### config.mk
export PLATFORM = sky130hd
export DESIGN_NAME = sps_shifter
export DESIGN_NICKNAME = d
export VERILOG_FILES = /design/src/shared/sps_pkg.sv /design/src/shared/sps_stream_if.sv /design/src/design/sps_shifter.sv /design/src/design/sps_fifo.sv
export SDC_FILE = /design/constraint.sdc
export NUM_CORES = 1
export LEC_CHECK = 0
export ABC_AREA = 1
export BUFFER_PORTS_ARGS = -buffer_cell sky130_fd_sc_hd__buf_2
export CAP_MARGIN = 20
export CORE_ASPECT_RATIO = 1.25
export CORE_MARGIN = 2
export CORE_UTILIZATION = 50
export DETAILED_ROUTE_END_ITERATION = 8
export MAX_ROUTING_LAYER = met4
export PLACE_DENSITY = 0.64
export SETUP_SLACK_MARGIN = 0.15
export SLEW_MARGIN = 10
export SYNTH_ARGS = -nofsm -noshare
export SYNTH_HDL_FRONTEND = slang
export SYNTH_SLANG_ARGS = --single-unit
### constraint.sdc
create_clock -name core_clk -period 2.48 [get_ports core_clk]
set_input_delay 0.248 -clock core_clk [delete_from_list [all_inputs] [get_ports core_clk]]
set_output_delay 0.248 -clock core_clk [all_outputs]
set_load 0.005 [all_outputs]
### src/shared/sps_pkg.sv
package sps_pkg;
  localparam int STAGES = 8;
  localparam int FIFO_DEPTH = 8;
  localparam logic [STAGES-1:0] STAGE_CLEAR = 8'h00;
  localparam logic FLAG_CLEAR = 1'b0;
endpackage

### src/shared/sps_stream_if.sv
`timescale 1ns/1ns
interface sps_stream_if #(
  parameter int W = 8
);
  logic valid;
  logic ready;
  logic [W-1:0] data;
  modport source (output valid, output data, input ready);
  modport sink (input valid, input data, output ready);
endinterface

### src/design/sps_shifter.sv
`timescale 1ns/1ns
// Behaviour
// Eight stages form a chain fed serially at the first stage and all eight are shown at once.
// The first stage loads the AND of the two serial inputs, so a low on either shifts in zero.
// With one serial input held high the other alone decides the bit entered next.
// Stages change only on a rising edge of the shift clock, never on its falling edge.
// A low on the clear input forces every stage low at once, with no clock and any data.
// At each rising edge with clear released each later stage takes its predecessor's value.
// With clear released and no rising edge all stages keep their values.
// Serial inputs may change at any clock level and only their value at the rising edge counts.
module sps_shifter #(
  parameter int STAGES = sps_pkg::STAGES,
  parameter int FIFO_DEPTH = sps_pkg::FIFO_DEPTH
) (
  input wire logic core_clk,
  input wire logic rst,
  input wire logic clear_n,
  input wire logic shift_clk,
  input wire logic serial_a,
  input wire logic serial_b,
  output logic [STAGES-1:0] stage_out,
  output logic first_stage_out,
  output logic last_stage_out,
  output logic word_valid,
  output logic [STAGES-1:0] word_data,
  input wire logic word_ready,
  output logic shift_ready,
  output logic overrun
);
  // The clear constant is one fixed-width word, so the chain length cannot move
  if (STAGES != sps_pkg::STAGES) begin : g_bad_stages
    $error("sps_shifter: the stage chain is fixed at eight");
  end
  // The buffer wraps its pointers, so only powers of two are served
  if (FIFO_DEPTH < 2 || (1 << $clog2(FIFO_DEPTH)) != FIFO_DEPTH) begin : g_bad_depth
    $error("sps_shifter: FIFO_DEPTH must be a power of two of at least 2");
  end

  logic [STAGES-1:0] stages_q;
  logic shift_clk_q;
  logic shift_rise;
  logic shifted_q;
  logic overrun_q;

  sps_stream_if #(.W(STAGES)) push_if ();
  sps_stream_if #(.W(STAGES)) pop_if ();

  // Shift clock is a sampled pin; only its low-to-high change moves data
  assign shift_rise = shift_clk & ~shift_clk_q;

  always_ff @(posedge core_clk) begin
    if (rst) begin
      shift_clk_q <= 1'b1;
    end else begin
      shift_clk_q <= shift_clk;
    end
  end

  // Clear is asynchronous and overrides clock, reset and data
  always_ff @(posedge core_clk or negedge clear_n) begin
    if (!clear_n) begin
      stages_q <= sps_pkg::STAGE_CLEAR;
    end else if (rst) begin
      stages_q <= sps_pkg::STAGE_CLEAR;
    end else if (shift_rise) begin
      // Inputs are taken at the sampled edge, later changes have no effect
      stages_q <= {stages_q[STAGES-2:0], serial_a & serial_b};
    end
  end

  assign stage_out = stages_q;
  assign first_stage_out = stages_q[0];
  assign last_stage_out = stages_q[STAGES-1];

  // Each shifted word is offered to the buffer one cycle after the edge
  always_ff @(posedge core_clk or negedge clear_n) begin
    if (!clear_n) begin
      shifted_q <= sps_pkg::FLAG_CLEAR;
    end else if (rst) begin
      shifted_q <= sps_pkg::FLAG_CLEAR;
    end else begin
      shifted_q <= shift_rise;
    end
  end

  assign push_if.valid = shifted_q;
  assign push_if.data = stages_q;

  // A word the full buffer could not take is lost; the flag tells the consumer
  always_ff @(posedge core_clk) begin
    if (rst) begin
      overrun_q <= sps_pkg::FLAG_CLEAR;
    end else if (shifted_q && !push_if.ready) begin
      overrun_q <= 1'b1;
    end
  end

  sps_fifo #(
    .W(STAGES),
    .DEPTH(FIFO_DEPTH)
  ) u_fifo (
    .core_clk(core_clk),
    .rst(rst),
    .in_s(push_if),
    .out_s(pop_if)
  );

  assign pop_if.ready = word_ready;
  assign word_valid = pop_if.valid;
  assign word_data = pop_if.data;
  assign shift_ready = push_if.ready;
  assign overrun = overrun_q;
endmodule

### src/design/sps_fifo.sv
`timescale 1ns/1ns
module sps_fifo #(
  parameter int W = 8,
  parameter int DEPTH = 8
) (
  input wire logic core_clk,
  input wire logic rst,
  sps_stream_if.sink in_s,
  sps_stream_if.source out_s
);
  localparam int AW = $clog2(DEPTH);

  if (DEPTH < 2 || (1 << AW) != DEPTH) begin : g_bad_depth
    $error("sps_fifo: DEPTH must be a power of two of at least 2");
  end

  logic [W-1:0] mem [DEPTH];
  logic [AW-1:0] wr_q;
  logic [AW-1:0] rd_q;
  logic [AW:0] cnt_q;
  logic [AW:0] cnt_d;
  logic not_full_q;
  logic head_valid_q;
  logic [W-1:0] head_q;
  logic push;
  logic load;

  // Ready and valid both come from flops so the top can drive its pins directly
  assign push = in_s.valid & not_full_q;
  assign load = (cnt_q != '0) & (~head_valid_q | out_s.ready);
  assign cnt_d = cnt_q + {{AW{1'b0}}, push} - {{AW{1'b0}}, load};
  assign in_s.ready = not_full_q;
  assign out_s.valid = head_valid_q;
  assign out_s.data = head_q;

  always_ff @(posedge core_clk) begin
    if (push) begin
      mem[wr_q] <= in_s.data;
    end
  end

  always_ff @(posedge core_clk) begin
    if (rst) begin
      wr_q <= '0;
      rd_q <= '0;
      cnt_q <= '0;
      not_full_q <= 1'b1;
    end else begin
      if (push) begin
        wr_q <= wr_q + 1'b1;
      end
      if (load) begin
        rd_q <= rd_q + 1'b1;
      end
      cnt_q <= cnt_d;
      not_full_q <= cnt_d < (AW+1)'(DEPTH);
    end
  end

  always_ff @(posedge core_clk) begin
    if (rst) begin
      head_valid_q <= 1'b0;
      head_q <= '0;
    end else if (load) begin
      head_valid_q <= 1'b1;
      head_q <= mem[rd_q];
    end else if (out_s.ready) begin
      head_valid_q <= 1'b0;
    end
  end
endmodule

==> impl_metrics.json, run 1 <==
{
  "status": "finished, final reports clean",
  "drtAntennaViolNets": 0,
  "regArea_sq_um": 2587,
  "coreArea_sq_um": 7792,
  "period_share_pct": 85.17,
  "synth_top_family_by_area": "simple AND/OR/NAND/NOR gates",
  "setup_tns_ns": 0,
  "relSlewSlack_pct": 72.67,
  "drc": 0,
  "post-place-ws_ns": 0.3662,
  "initial_utilization_pct": 51.56,
  "synth_top_area_cell": "edfxtp_1",
  "r2r.worst_path.cells": 11,
  "muxShareOfSynthArea_pct": 0,
  "synth-seq-cells": 95,
  "grt_max_degree": 35,
  "synth_xor_area_share_pct": 0.2180,
  "skew_ns": 0.008471,
  "portBuffers": 27,
  "synth_top_area_share_pct": 47.84,
  "cts_tree": "done",
  "cts_buffers": 9,
  "min_period_ns": 2.112,
  "postCtsSetupBuffers": 0,
  "yosys.area_share.simple_pct": 18.16,
  "hold_depth": 2,
  "vias_per_cell": 5.037,
  "wirelength_mm": 8.024,
  "grt_usage_pct": 20.56,
  "synth.net_count": 419,
  "wl_per_cell_um": 14.86,
  "clockBufferDepth": 2,
  "htree_num_levels": 3,
  "io_pins": 28,
  "rsz0062_at_grt": "no",
  "syn_area_sq_um": 4018,
  "final_hold_viol_count": 0,
  "diodes": 0,
  "fin_util_pct": 57.21,
  "finalPower_mw": 4.093,
  "crit_fanout": 9,
  "chipHeight_um": 104.2,
  "clock.fmax_mhz": 473.4,
  "area_growth_syn_to_layout_pct": 10.96,
  "start_kind": "flop",
  "nFillCells": 662,
  "syn_avg_cell_area_sq_um": 9.945,
  "placed_cells": 523,
  "clock_latency_ns": 0.36,
  "synth_fa_ha_area_share_pct": 2.678,
  "cp.arrival_ns": 2.36,
  "synth_compound_area_share_pct": 3.893,
  "dr_wl_met2_mm": 3.990,
  "grt-ovfl-total": 0,
  "grt_pass1_wl_mm": 13.20,
  "dr_wl_met3_um": 309,
  "vdd_drop_max_mv": 0.5361,
  "yosysWarnings": 0,
  "synth_cells": 404,
  "fp.dieW_um": 84.18,
  "gp_congestion": 0.8393,
  "vias": 2720,
  "fin_nets": 455,
  "cts.clk_slew.worst_paths_ns": 0.09,
  "cts_root_buf": "clkbuf_8",
  "cts_resized": 0,
  "wl_met1_mm": 3.442,
  "cp-end-kind": "flop",
  "drt_iter0_markers": 138,
  "grt_pass1_vias": 2764,
  "top_layer_used": "met4",
  "power_density_nw_per_um2": 918.2,
  "clock_sinks": 95,
  "setup_viol": 0,
  "dr.pass1.iters": 5,
  "synthTopCellsByArea": "edfxtp_1 (48%), dfxtp_1 (11%), nand2_1 (9.5%)",
  "min_path_type": "in -> reg",
  "crit_type": "reg -> reg",
  "p_leak_nw": 2.032,
  "maxCapViolCount": 0,
  "required_ns": 2.73,
  "multi_input_area_sq_um": 1002,
  "fp-row-count": 36,
  "slew_viol_final": 0,
  "dpl.hpwl_mm": 5.293,
  "setup_ws_ns": 0.3678,
  "synth_cell_types": 23,
  "synth-seq-area-share_pct": 64.40,
  "antenna_found_initial": 0,
  "drive_gt1_share_pct": 13.26,
  "fin_cells": 540,
  "tightestPinTransition_ns": 0.4099,
  "die_area_sq_um": 8773
}
-- through the flow --
step | instance area, sq um | hold WS, ns
detailed placement | 4243 | 0.1092
global route | 4458 | 0.07338
floorplan | 4018 | -0.04759
finish | 4458 | 0.08191
CTS | 4458 | 0.06685
global placement | 4243 | 0.1061
-- cell usage after synthesis --
master,count
edfxtp_1,64
o21ai_2,1
nor2_1,16
dfrtp_1,9
inv_1,77
or2_2,1
fa_1,1
inv_6,1
buf_4,3
nand3_1,55
inv_2,2
nor3_1,1
nand2_1,102
o22ai_1,6
ha_1,7
clkinv_1,1
buf_6,6
dfxtp_1,22
xnor2_1,1
clkbuf_1,1
o21ai_0,7
a21oi_1,15
buf_2,5
-- cell type report --
class,count,share of cell area [%]
sequential,95,58.04
clock buffer,11,3.396
multi-input combinational,213,22.48
tap,95,2.666
timing repair buffer,40,5.276
inverter,81,6.932
clock inverter,5,1.207
-- layer usage --
layer  vias up  track usage, %
met5         -               -
met4         0           12.90
met3        19           4.048
met2        65           32.94
met1      1272           23.55
li1       1364               -
-- sequential cells by signal (all words and copies together) (netlist names) --
name,count
stage_out,8
overrun,1
shift_clk_q,1
u_fifo.cnt_q,4
u_fifo.wr_q,3
push_if.valid,1
u_fifo.in_s.ready,1
u_fifo.rd_q,3
u_fifo.mem,64
u_fifo.out_s.data,8
u_fifo.out_s.valid,1
-- what timing repair did --
action,4_1_cts,5_1_grt
hold endpoints to repair,9,0
hold buffers,1,0
endpoints found under the setup margin,0,0
-- cell families (layout without fill, tap and decap cells) --
logic type | count (synthesis) | in the layout
simple gates | 175 | 175
buf+inv | 96 | 137
flops | 95 | 95
compound gates | 29 | 29
fa+ha+maj | 8 | 8
xor+xnor | 1 | 1
-- report_power, final --
group	internal, mW	switching [mW]	leakage (nW)
combinational	0.428	0.769	1.04
sequential	1.80	0.0633	0.887
clock	0.520	0.512	0.108
-- worst paths after layout --
check                                        to  slack (ns)            startpoint
setup / recovery                u_fifo.cnt_q[2]        0.37       u_fifo.cnt_q[2]
hold / removal                      shift_clk_q        0.08             shift_clk
setup reg to reg                u_fifo.cnt_q[2]        0.37       u_fifo.cnt_q[2]
hold reg to reg            u_fifo.out_s.data[4]        0.46  u_fifo.out_s.data[4]
max in group asynchronous          stage_out[3]        2.05               clear_n
min in group asynchronous         push_if.valid        0.25               clear_n
-- critical path, stage by stage (launching register included) --
cell and delay [ns]:
dfxtp_1 0.31, inv_1 0.07, ha_1 0.15, nand3_1 0.10
o21ai_2 0.09, inv_2 0.13, ha_1 0.30, inv_1 0.04
ha_1 0.20, fa_1 0.39, xnor2_1 0.15, nor2_1 0.05
-- cell usage in the layout, fill, tap and decap left out, drive strengths merged, types with 3 or more instances in the layout --
| cell | instances |
|---|---|
| o22ai | 6 |
| nor2 | 16 |
| nand2 | 102 |
| edfxtp | 64 |
| a21oi | 15 |
| dfrtp | 9 |
| inv | 82 |
| buf | 39 |
| dfxtp | 22 |
| nand3 | 55 |
| o21ai | 8 |
| ha | 7 |
| clkbuf | 11 |
| clkinv | 3 |
Note: power is estimated with default switching activity, not from simulation.
==> inputs of run 2 (changes only) <==
Settings changed: CORE_ASPECT_RATIO 1.25 to not set.
==> run 2 against run 1 <==
  * Utilization about the same
  * First-iteration DRC count is 51% higher
  * Critical path depth is the same
  * Clock power hardly changed
  * Register-to-register slack improved by 0.09 ns
  * Global-route usage increased by 0.36 points
  * Clock skew is 0.0030 ns higher
  * Largest cell class unchanged
==> impl_metrics.json, run 2 (synthesis gave the netlist of run 1 again) <==
{
  "status": "finished, final reports clean",
  "dr.pass1.iters": 4,
  "initial_utilization_pct": 51.72,
  "cp_slowest_cell": "fa_1",
  "start_kind": "flop",
  "clock_latency_ns": 0.36,
  "wirelength_mm": 8.223,
  "setup_viol": 0,
  "cp.arrival_ns": 2.27,
  "largest_reg_flops": 64,
  "cp-end-kind": "flop",
  "cts.clk_slew.worst_paths_ns": 0.10,
  "grt_usage_pct": 20.92,
  "cts_buffers": 9,
  "design_area_sq_um": 4442,
  "crit_fanout": 9,
  "clock.fmax_mhz": 495.2,
  "portBuffers": 27,
  "cts_root_buf": "clkbuf_8",
  "regArea_sq_um": 2587,
  "coreArea_sq_um": 7767,
  "crit_family": "adder cells",
  "cts_tree": "done",
  "power_density_nw_per_um2": 923.7,
  "required_ns": 2.73,
  "drive_gt1_share_pct": 12.90,
  "clock_sinks": 95,
  "wl_per_cell_um": 15.12,
  "chipHeight_um": 93.64,
  "fp.dieW_um": 93.64,
  "antenna_found_initial": 0,
  "critical_path_buf_inv_count": 3,
  "grt-ovfl-total": 0,
  "dpl.hpwl_mm": 5.357,
  "vias": 2713,
  "nFillCells": 691,
  "diodes": 0,
  "p_leak_nw": 2.007,
  "io_pins": 28,
  "fin_nets": 452,
  "multi_input_area_sq_um": 1002,
  "path_common_cell": "ha_1",
  "tightestPinTransition_ns": 0.7139,
  "maxCapViolCount": 0,
  "cts_resized": 0,
  "relSlewSlack_pct": 52.23,
  "skew_ns": 0.01144,
  "grt_pass1_wl_mm": 13.34,
  "crit_path_max_incr_delay_ns": 0.38,
  "drt_iter0_markers": 208,
  "final_hold_viol_count": 0,
  "grt_pass1_vias": 2633,
  "slew_viol_final": 0,
  "setup_tns_ns": 0,
  "area_growth_syn_to_layout_pct": 10.56,
  "layout_commonest_cell": "nand2_1",
  "grt_max_degree": 35,
  "rsz0062_at_grt": "no",
  "cp_cell_sequence": "inv_1, ha_1, nand3_1, o21ai_2, inv_2, ha_1, inv_1, ha_1, fa_1, xnor2_1, nor2_1",
  "htree_num_levels": 3,
  "vdd_drop_max_mv": 0.5789,
  "die_area_sq_um": 8768,
  "min_path_type": "in -> reg",
  "largest-register": "u_fifo.mem",
  "clockBufferDepth": 2,
  "gp_congestion": 0.7811,
  "placedInstanceArea_sq_um": 4229,
  "drtAntennaViolNets": 0,
  "fp-row-count": 32,
  "period_share_pct": 81.43,
  "min_period_ns": 2.019,
  "crit_type": "reg -> reg",
  "final_cell_mix": "nand2_1 (102), inv_1 (77), edfxtp_1 (64)",
  "drc": 0,
  "vias_per_cell": 4.987
}
[run 2: per-stage QoR]
| step | utilization [%] | total power [mW] | cells | hold WS (ns) | worst slack (ns) |
|---|---|---|---|---|---|
| after floorplan | - | 2.819 | 404 | -0.04759 | 0.5347 |
| after global placement | 54.45 | 3.065 | 527 | 0.1068 | 0.4897 |
| after detailed placement | 54.45 | 3.099 | 527 | 0.1096 | 0.4506 |
| after CTS | 57.18 | 4.131 | 544 | 0.08158 | 0.4338 |
| after global routing | 57.18 | 4.371 | 544 | 0.08323 | 0.3460 |
| final | 57.18 | 4.103 | 544 | 0.08921 | 0.4605 |
[run 2: path summary, 6_finish.rpt]
check,startpoint,to,slack [ns],cells past startpoint
max,u_fifo.cnt_q[2],u_fifo.cnt_q[2],0.46,11
min,shift_clk,shift_clk_q,0.09,2
max reg2reg,u_fifo.cnt_q[2],u_fifo.cnt_q[2],0.46,11
min reg2reg,u_fifo.out_s.data[6],u_fifo.out_s.data[6],0.46,2
max in group asynchronous,clear_n,stage_out[4],2.04,2
min in group asynchronous,clear_n,push_if.valid,0.26,2
[run 2: routing by layer]
layer	vias to the layer above	share of wire [%]	global-route usage [%]	routed length, um
met1	1300	46	26.85	3747
met2	50	50	34.41	4097
met3	9	3.5	4.351	284
li1	1354	-	-	-
met4	0	1.1	5.314	93
met5	-	0	-	0
[run 2: repair_timing]
action | in CTS | in global routing
setup endpoints to repair | 0 | 0
setup buffers | 0 | 0
endpoints found under the hold margin | 9 | 0
hold buffers | 1 | 0
[run 2: where the power goes]
group / leakage, nW / internal, mW / switching, mW
Combinational: 1.02 / 0.411 / 0.756
Sequential: 0.887 / 1.80 / 0.0874
Clock: 0.0982 / 0.479 / 0.569
Total: 2.01 / 2.69 / 1.41
[run 2: final cells by class]
| type | instances | area share, % |
|---|---|---|
| flip-flops and latches | 95 | 58.25 |
| inverters | 81 | 6.958 |
| clock inverters | 7 | 1.775 |
| multi-input cells | 213 | 22.56 |
| repair buffers | 37 | 4.789 |
| clock buffers | 9 | 2.789 |
| well taps | 102 | 2.873 |
[run 2: worst reg2reg max path: cells and delay by family, from the launching register on]
kind | cells | cell delay [ns]
AO/OA/AOI/OAI | 1 | 0.09
buffers and inverters | 3 | 0.23
adder cells (fa/ha/maj) | 4 | 1.01
XOR/XNOR | 1 | 0.14
AND/OR/NAND/NOR | 2 | 0.15
flip-flops | 1 | 0.31
